**src/hw/npx_pkg.sv**
```systemverilog
package npx_pkg;
   // ----------------------------------------
   // Opcode fields
   // ----------------------------------------
   localparam logic [6:0] NEG_OPC = 7'h36;        // 0110 110 in bits 15:9
   localparam logic [15:0] POP_OPC = 16'h0006;
   localparam logic [15:0] IDLE_OPC = 16'h0000;
   localparam logic [3:0] IDLE_ALT_OPC = 4'hF;    // 1111 xxxx xxxx xxxx
   localparam int OPC_MSB = 15;
   localparam int OPC_LSB = 9;
   localparam int ABIT_POS = 8;
   // ----------------------------------------
   // Addressing
   // ----------------------------------------
   localparam logic [7:0] IDX_LIMIT = 8'h5F;      // Indexed mode for f <= 95
   localparam logic [7:0] ACC_SPLIT = 8'h60;      // Access bank low/high split
   localparam logic [3:0] ACC_HI_BANK = 4'hF;
   localparam logic [3:0] ACC_LO_BANK = 4'h0;
   localparam int ADDR_W = 12;
   localparam int STACK_DEPTH = 31;
   localparam int PC_W = 21;
   localparam logic [4:0] SP_RESET = 5'h00;
   // ----------------------------------------
   // Flag positions
   // ----------------------------------------
   localparam int FLG_C = 0;
   localparam int FLG_DC = 1;
   localparam int FLG_Z = 2;
   localparam int FLG_OV = 3;
   localparam int FLG_N = 4;
   localparam logic [4:0] FLAGS_RESET = 5'h00;
endpackage : npx_pkg
```
**src/hw/npx_exec.sv**
```systemverilog
`timescale 1ns/10ps
// Function
// - Negate replaces addressed byte with two's complement, updating N OV C DC Z.
// - Negate decoded from bits 15:9 = 0110110, then bank bit, then address.
// - Result is written back to the operand location, never to W.
// - Bank bit 0 selects the fixed access bank.
// - Bank bit 1 takes upper address bits from the bank select register.
// - Extended set, bank bit 0, address <= 95: indexed literal offset addressing.
// - Pop 0x0006 removes top return stack entry and discards it unless a push arrives in the same cycle; a push to a full stack is dropped and the pop goes ahead.
// - After pop the previous entry is the stack top; depth drops by one.
module npx_exec
   import npx_pkg::*;
(
   input wire logic CORE_CLK,
   input wire logic RESET,
   input wire logic INSTR_VALID,
   input wire logic [15:0] INSTR_WORD,
   input wire logic EXT_SET_EN,
   input wire logic [3:0] BANK_SELECT_REGISTER,
   input wire logic [11:0] INDEX_BASE,
   input wire logic [7:0] MEM_RDATA,
   input wire logic PUSH_REQ,
   input wire logic [PC_W-1:0] PUSH_VALUE,
   output logic [11:0] MEM_ADDR,
   output logic MEM_RD,
   output logic [7:0] MEM_WDATA,
   output logic MEM_WR,
   output logic [4:0] FLAGS,
   output logic [PC_W-1:0] STACK_TOP_ENTRY,
   output logic [4:0] STACK_DEPTH_OUT,
   output logic BUSY,
   output logic DONE
);
   // One-hot states; an illegal code falls back to idle through the default
   typedef enum logic [2:0]
   {
      ST_IDLE = 3'b001,
      ST_READ = 3'b010,
      ST_WRITE = 3'b100
   } npx_state_type;

   // Sequencer registers
   npx_state_type state_q, state_d;
   logic [11:0] addr_q, addr_d;
   logic rd_q, rd_d, wr_q, wr_d, busy_q, busy_d, done_q, done_d;
   logic [7:0] wdata_q, wdata_d;
   logic [4:0] flags_q, flags_d;
   // Return stack pointer, entries and top copy
   logic [4:0] sp_q, sp_d;
   logic [PC_W-1:0] stack_q [STACK_DEPTH];
   logic [PC_W-1:0] top_q, top_d;
   // Datapath and decode wires
   logic [7:0] neg_res;
   logic [4:0] neg_flags;
   logic is_neg, is_pop, bank_bit;
   logic [7:0] f_addr;
   logic [11:0] eff_addr;
   logic push_ok, pop_ok;

   // ----------------------------------------
   // Decode
   // ----------------------------------------
   // Opcode compares only; the sequencer decides when a word counts
   assign is_neg = (INSTR_WORD[OPC_MSB:OPC_LSB] == NEG_OPC);
   assign is_pop = (INSTR_WORD == POP_OPC);
   assign bank_bit = INSTR_WORD[ABIT_POS];
   assign f_addr = INSTR_WORD[7:0];

   // Effective address; indexed form wraps at 12 bits by design
   always_comb
   begin
      if (!bank_bit && EXT_SET_EN && f_addr <= IDX_LIMIT)
         eff_addr = INDEX_BASE + {4'h0, f_addr};
      else if (!bank_bit)
         eff_addr = {(f_addr < ACC_SPLIT) ? ACC_LO_BANK : ACC_HI_BANK, f_addr};
      else
         eff_addr = {BANK_SELECT_REGISTER, f_addr};
   end

   // Negate datapath works on the byte the memory returns
   npx_neg_alu u_alu
   (
      .operand(MEM_RDATA),
      .result(neg_res),
      .flags(neg_flags)
   );

   // ----------------------------------------
   // Negate sequencer
   // ----------------------------------------
   // Read then write; memory data assumed valid in the same cycle as MEM_RD
   // Read data is not registered here, so the memory must answer in one cycle
   always_comb
   begin
      state_d = state_q;
      addr_d = addr_q;
      rd_d = 1'b0;
      wr_d = 1'b0;
      wdata_d = wdata_q;
      flags_d = flags_q;
      busy_d = busy_q;
      done_d = 1'b0;
      case (state_q)
         ST_IDLE:
         begin
            if (INSTR_VALID && is_neg)
            begin
               addr_d = eff_addr;
               rd_d = 1'b1;
               busy_d = 1'b1;
               state_d = ST_READ;
            end
            // Unknown words take the idle path and only pulse DONE
            else if (INSTR_VALID)
               done_d = 1'b1;
         end
         ST_READ:
         begin
            wdata_d = neg_res;
            flags_d = neg_flags;
            wr_d = 1'b1;
            state_d = ST_WRITE;
         end
         ST_WRITE:
         begin
            busy_d = 1'b0;
            done_d = 1'b1;
            state_d = ST_IDLE;
         end
         default:
         begin
            state_d = ST_IDLE;
            busy_d = 1'b0;
         end
      endcase
   end

   // Sequencer registers; outputs are copies of these
   always_ff @(posedge CORE_CLK)
   begin
      if (RESET)
      begin
         state_q <= ST_IDLE;
         addr_q <= 12'h000;
         rd_q <= 1'b0;
         wr_q <= 1'b0;
         wdata_q <= 8'h00;
         flags_q <= FLAGS_RESET;
         busy_q <= 1'b0;
         done_q <= 1'b0;
      end
      else
      begin
         state_q <= state_d;
         addr_q <= addr_d;
         rd_q <= rd_d;
         wr_q <= wr_d;
         wdata_q <= wdata_d;
         flags_q <= flags_d;
         busy_q <= busy_d;
         done_q <= done_d;
      end
   end

   // ----------------------------------------
   // Return stack
   // ----------------------------------------
   // Pop on empty stack is ignored; push wins when both arrive together, unless the stack is full and the push is dropped
   // A pop reads the slot below the top, so the new top is ready in one cycle
   always_comb
   begin
      push_ok = PUSH_REQ && (sp_q < 5'(STACK_DEPTH)); // Full stack drops the push
      pop_ok = INSTR_VALID && is_pop && (state_q == ST_IDLE) && (sp_q != SP_RESET);
      sp_d = sp_q;
      top_d = top_q;
      if (push_ok)
      begin
         sp_d = sp_q + 5'h01;
         top_d = PUSH_VALUE;
      end
      else if (pop_ok)
      begin
         sp_d = sp_q - 5'h01;
         top_d = (sp_q > 5'h01) ? stack_q[sp_q - 5'h02] : '0;
      end
   end

   // Pointer and top copy; the top is a flop so its output needs no mux
   always_ff @(posedge CORE_CLK)
   begin
      if (RESET)
      begin
         sp_q <= SP_RESET;
         top_q <= '0;
      end
      else
      begin
         sp_q <= sp_d;
         top_q <= top_d;
      end
   end

   // Storage carries no reset; only entries below sp are ever read
   always_ff @(posedge CORE_CLK)
   begin
      if (push_ok)
         stack_q[sp_q] <= PUSH_VALUE;
   end

   // ----------------------------------------
   // Outputs
   // ----------------------------------------
   // Plain flop copies, no logic after the registers
   assign MEM_ADDR = addr_q;
   assign MEM_RD = rd_q;
   assign MEM_WDATA = wdata_q;
   assign MEM_WR = wr_q;
   assign FLAGS = flags_q;
   assign STACK_TOP_ENTRY = top_q;
   assign STACK_DEPTH_OUT = sp_q;
   assign BUSY = busy_q;
   assign DONE = done_q;
endmodule : npx_exec

```
**src/hw/npx_neg_alu.sv**
```systemverilog
`timescale 1ns/10ps
// Two's complement negate with status flags, computed as 0 - f
module npx_neg_alu
   import npx_pkg::*;
(
   input wire logic [7:0] operand,
   output logic [7:0] result,
   output logic [4:0] flags
);
   logic [8:0] full;
   logic [4:0] nib;
   // ----------------------------------------
   // Subtraction from zero
   // ----------------------------------------
   always_comb
   begin
      full = 9'h000 - {1'b0, operand};
      nib = 5'h00 - {1'b0, operand[3:0]};
      result = full[7:0];
      flags = 5'h00;
      flags[FLG_C] = ~full[8];              // No borrow only for zero
      flags[FLG_DC] = ~nib[4];
      flags[FLG_Z] = (full[7:0] == 8'h00);
      flags[FLG_OV] = (operand == 8'h80);   // -128 cannot be negated
      flags[FLG_N] = full[7];
   end
endmodule : npx_neg_alu

```
**config.mk**
```make
export PLATFORM = sky130hd
export DESIGN_NAME = npx_exec
export DESIGN_NICKNAME = d
export VERILOG_FILES = /design/src/hw/npx_pkg.sv /design/src/hw/npx_exec.sv /design/src/hw/npx_neg_alu.sv
export SDC_FILE = /design/constraint.sdc
export NUM_CORES = 1
export LEC_CHECK = 0
export BUFFER_PORTS_ARGS = -buffer_cell sky130_fd_sc_hd__buf_4
export CORE_MARGIN = 10
export CORE_UTILIZATION = 40
export DETAILED_ROUTE_END_ITERATION = 6
export MAX_ROUTING_LAYER = met4
export PLACE_DENSITY = 0.53
export RECOVER_POWER = 100
export SLEW_MARGIN = 15
export SYNTH_ARGS = -nofsm -noshare
export SYNTH_HDL_FRONTEND = slang
export SYNTH_SLANG_ARGS = --single-unit
```
**constraint.sdc**
```tcl
create_clock -name CORE_CLK -period 4.5 [get_ports CORE_CLK]
set_clock_uncertainty 0.1 [all_clocks]
set_input_delay 0.9 -clock CORE_CLK [delete_from_list [all_inputs] [get_ports CORE_CLK]]
set_output_delay 0.9 -clock CORE_CLK [all_outputs]
set_load 0.03 [all_outputs]
```
======== Yosys cells after proc, flatten, opt, wreduce, memory -nomap -nowiden ========
Memory sizes are Yosys's and may differ from the RTL's.
Cells that the tools add are included.
cells by class
  equality and inequality tests ........... 7
  reductions and logical operators ........ 14
  add/subtract/negate cells ............... 6
  muxes and demuxes ....................... 19
  order comparisons ....................... 4
  bitwise logic cells ..................... 4
operator list
  kind                 number
  $mux 21              3
  $mux 12              2
  $eq 16x3->1 const B  1
  $add 12x8->12        1
  $mux 5               2
  $sub 1x8->9 const A  1
  $eq 8x8->1 const B   1
  $le 8x7->1 const B   1
  $logic_not 8->1      1
  $lt 8x7->1 const B   1
  $eq 7x6->1 const B   1
  $logic_and 1x1->1    7
  $mux 1               7
  $pmux 3 s2           1
  $add 5x1->5 const B  1
  $gt 5x1->1 const B   1
  $lt 5x5->1 const B   1
  $reduce_bool 5->1    1
  $sub 1x4->5 const A  1
  $sub 5x1->5 const B  1
  $sub 5x2->5 const B  1
  $mux 4               1
  $not 1->1            4
  $pmux 1 s2           2
  other kinds (9)      10
storage, ports and cells
  output and inout bits ................... 55
  word-level logic and storage cells ...... 65
  input port bits ......................... 66
  RAM bits ................................ 651
  memories ................................ 1
  bits in registers ....................... 58
memory list
  name     depth  bits a word  rd ports  clocked after Yosys merged registers in  wr ports  RTL line        text
  stack_q  31     21           1         0                                        1         npx_exec.sv:50  logic [PC_W-1:0] stack_q [STACK_DEPTH];

======== Logic depth before layout (Yosys ltp) ========
  depth after elaboration ................. 6
  gate-level depth with buffers ........... 14
  depth with buffers taken out ............ 9

======== Modules after synthesis ========
A second synthesis with hierarchy kept.
second synthesis, totals
  cell total of the unflattened synthesis .. 1557
  area, all modules ....................... 28223.3 µm²
by module, submodules not included
  module       cells each  seq. area each (µm²)  times used  area each (µm²)
  npx_exec     1528        20709.9               1           28018.1
  npx_neg_alu  29          0.0                   1           205.2

======== Least setup slack after synthesis ========
OpenSTA, ideal clock, no wires.
  path kind ............................... register -> register
  start ................................... register sp_q[1] (netlist: STACK_DEPTH_OUT[1])
  end ..................................... register top_q[10] (netlist: STACK_TOP_ENTRY[10])
  setup time .............................. 0.134 ns
  arrival ................................. 3.878 ns
  setup slack ............................. 0.388 ns
  path buffers ............................ 7
  clock period less this slack ............ 4.112 ns
  data required time ...................... 4.266 ns
  stages on the path, launching flop included .. 13
  cell sequence ........................... dfxtp_1 clkbuf_1 buf_2 clkbuf_1 clkbuf_1 inv_1 ha_1 clkbuf_1 buf_1 clkbuf_1 mux4_2 a221oi_1 o221ai_2
on the way
  word-level cells in the longest chain between the ends .. 5
  elaborated cells between the ends (all ways) .. 11
  classes of those cells .................. add/sub (1); order compare (2); mux (3); reduce/logical (4); memory (1)
ends and longest elaborated chain
  element                   RTL line         text
  start: declaration        npx_exec.sv:49   logic [4:0] sp_q, sp_d;
  start signal: assignment  npx_exec.sv:198  sp_q <= sp_d;
  $sub 5x2->5               npx_exec.sv:184  top_d = (sp_q > 5'h01) ? stack_q[sp_q - 5'h02] : '0;
  $mem_v2 31x21             --
  $mux 21                   npx_exec.sv:184
  $mux 21                   npx_exec.sv:181  else if (pop_ok)
  $mux 21                   npx_exec.sv:176  if (push_ok)
  end signal: assignment    npx_exec.sv:199  top_q <= top_d;
  end: declaration          npx_exec.sv:51   logic [PC_W-1:0] top_q, top_d;
Several ways; a longest one is shown, not always the timed one. The select of a mux whose other input is x is not followed.
A chain may end at the register's enable or synchronous reset.

======== Worst setup path in the final report ========
  start ................................... register sp_q[0] (netlist: STACK_DEPTH_OUT[0])
  end ..................................... memory stack_q[1][20], enable pin
on the way
  word-level cells in the longest chain between the ends .. 4
ends and longest elaborated chain
  element                       RTL line         text
  $lt 5x5->1                    npx_exec.sv:172  push_ok = PUSH_REQ && (sp_q < 5'(STACK_DEPTH));
  $logic_and 1x1->1             npx_exec.sv:172
  $mux 1                        npx_exec.sv:206  if (push_ok)
  $mux 1 (implied by the code)  npx_exec.sv:207  stack_q[sp_q] <= PUSH_VALUE;
  end: declaration              npx_exec.sv:50
Several ways; a longest one is shown, not always the timed one.

==> flow_summary_export.csv <==
group,metric,value,unit
clock_tree,root_buffer,"clkbuf_16",
finish,nFillCells,6094,
clock_tree,clk_path_buf_depth,3,
grt,gr-usage-met2,0.2692,
grt,grt_pass1_vias,15280,
worst_setup_path,required,4.60,ns
grt,use_met1,0.2446,
floorplan,fp.dieH,285.0,um
worst_hold_path,holdPathStages,2,
grt,top_usage_layer,"met2",
clock_tree,ctsHoldBuffers,0,
timing,slew_viol_final,596,
synth,syn_area,28100,sq um
floorplan,core,69790,sq um
grt,grt-ovfl-total,0,
outcome,failed_checks,"max-capacitance violations, max-slew violations",
timing,rsz0062_at_grt,"false",
routing,dr.pass1.iters,7,
floorplan,die_area,81250,sq um
place,dpl.hpwl,39980,um
worst_setup_path,setup.worst_path.end_class,"flop",
synth,seq_area_frac_synth,0.7363,
clock_tree,cts_setup_buffers,0,
place,pre_cts_ws,0.8794,ns
worst_setup_path,rr_worst_depth,5,
pwr,irDropWorstVdd,0.0003041,V
outcome,status,"finished, violations left",
synth,synth_cell_types,59,
synth,ys_async_sr_fraction,0,
place,io_buffers,120,
synth,synth-edff-count,651,
finish,syn2layout_area_growth,14.70,%
synth,synth_top_area_cell,"edfxtp_1",
routing,viasPerCell,5.502,
worst_hold_path,hold_class,"flop to flop",
clock_tree,cts_resized,0,
worst_setup_path,arrival,3.86,ns
synth,synth_seq_cells,708,
floorplan,initial_utilization,0.4027,
grt,grt_max_degree,118,
pwr,power_density,452.7,nW/um^2
clock_tree,cts_tree,"built",
timing,fin_crit,3.765,ns
routing,routed_wl,70080,um
synth,netlist_top_cells_area,"edfxtp_1 70%, mux4_2 12%, dfxtp_1 4.1%",
finish,drive_above_1_share,0.1983,
place,place.gp.congestion,0.8534,
place,place_inst,2554,
grt,grt_util_all_layers,0.1765,
finish,diodes,0,
clock_tree,clkSinkCount,708,
finish,fin_cells,2695,
routing,wl_per_cell,26.01,um
synth,synth_most_common_cell,"edfxtp_1",
job,drv_cap,22,
clock_tree,clk_pin_slew_worst_paths,0.06,ns
worst_setup_path,crit_type,"flop to flop",
floorplan,die_w,285.0,um
timing,setup_viol,0,
routing,num_vias,14830,
pwr,p_leak,0.01023,uW
timing,slew_headroom,-0.3440,
worst_setup_path,crit_path_max_fanout,43,
clock_tree,htree_levels,3,
timing,fin_crit_sh,0.8368,
worst_setup_path,crit_path_start_kind,"flop",
synth,synth-warning-count,0,
routing,drtIter0Drc,1163,
timing,tightest_slew,2.016,ns
floorplan,num_rows,97,
synth,synthFlopType,"edfxtp_1",
timing,setup_tns,0,ns
grt,antenna_found_initial,0,
synth,netlist_top_cells_count,"651 x edfxtp_1, 147 x mux4_2, 86 x nand2_1",
clock_tree,cts_made_buffers,77,
finish,fin_util,0.4618,
synth,synthCells,1534,
timing,max_freq,0.2656,GHz
synth,synth_top_area_share,0.6957,
grt,grt_pass1_wl,104200,um
routing,ant_nets,0,
timing,hold_violations,0,
grt,grtUsageMet3,0.03006,
timing,holdWs,0.3518,ns
synth,synth_nets,1619,
timing,finalWorstSetupSlack,0.7346,ns
finish,finalNetCount,1778,
routing,drc,0,
clock_tree,insertion_delay,0.61,ns
synth,syn_avg_cell_area,18.32,sq um
floorplan,boundaryPins,121,
through the flow:
step                power [uW]  cell area, sq um
finish                   14590             32230
global route             15140             32230
CTS                      14800             32710
detailed placement        8749             30300
global placement          8732             30300
floorplan                 8201             28100
layout make-up:
type,count,area [sq um],area share
Clock inverter,35,257.7,0.007997
Multi-Input combinational cell,722,7003,0.2173
Clock buffer,106,2152,0.06677
Tap cell,940,1176,0.03649
Sequential cell,708,20690,0.6419
Inverter,13,48.80,0.001514
Timing Repair Buffer,171,902.1,0.02799
flip-flops by register name, summed over array words and instances, names as in the netlist:
register and cells:
BUSY 1, DONE 1, FLAGS 4, MEM_ADDR 12, MEM_RD 1, MEM_WDATA 8
MEM_WR 1, STACK_DEPTH_OUT 5, STACK_TOP_ENTRY 21, stack_q 651, state_q 3
worst paths after layout:
path | start | to | slack [ns]
worst max register to register | STACK_DEPTH_OUT[0] | stack_q[1][20] | 0.73
worst min register to register | MEM_WDATA[5] | MEM_WDATA[5] | 0.35
worst min-delay path | MEM_WDATA[5] | MEM_WDATA[5] | 0.35
worst max-delay path | STACK_DEPTH_OUT[0] | stack_q[1][20] | 0.73
cells in the final DEF, fill, tap and decap left out, types with 5 or more instances in the layout:
cell type,Yosys,routed
edfxtp_1,651,651
mux4_2,147,147
clkbuf_1,56,122
nand2_1,86,86
clkbuf_16,0,81
a21oi_1,73,73
buf_4,2,61
dfxtp_1,57,57
nor2_1,66,56
mux2i_1,42,42
nand3_1,40,40
o22ai_1,28,28
a211oi_1,20,20
ha_1,18,17
a21o_1,16,16
and3_1,15,15
nor2b_1,14,14
o21ai_0,14,14
clkinv_2,0,14
inv_1,13,13
a211o_1,12,12
a22o_1,12,12
a221oi_1,12,12
nor3_1,11,11
clkinv_1,0,11
nor2_2,0,10
and2_0,0,10
xnor2_1,11,10
o221ai_1,3,10
clkbuf_2,0,7
nand2b_1,5,5
and2_1,15,5
o21ai_1,5,5
a311oi_1,5,5
worst max-delay path: stages, from the launching register on:
cell,delay (ns)
dfxtp_1,0.37
buf_4,0.66
ha_1,0.40
nand2_1,0.20
nor2_2,0.13
clkbuf_1,1.45
power by group:
group          total (uW)  leakage (uW)  switching (uW)  internal [uW]
clock                6020       0.00118            2540           3480
sequential           7280       0.00633            27.1           7250
combinational        1290       0.00272             805            481
total               14600        0.0102            3380          11200
routing by layer:
layer / part of all wire / up-vias
met5: 0 / -
met4: 0.021 / 0
met3: 0.047 / 111
met2: 0.47 / 423
met1: 0.46 / 7732
li1: - / 6561
kinds of logic after synthesis:
group	synth area share
buffers and inverters	0.01532
flip-flops	0.7363
AND/OR/NAND/NOR	0.04595
XOR/XNOR	0.004675
multiplexers	0.1328
adder cells (fa/ha/maj)	0.008728
AO/OA/AOI/OAI	0.05624
Power figures use the tool's default switching activity.
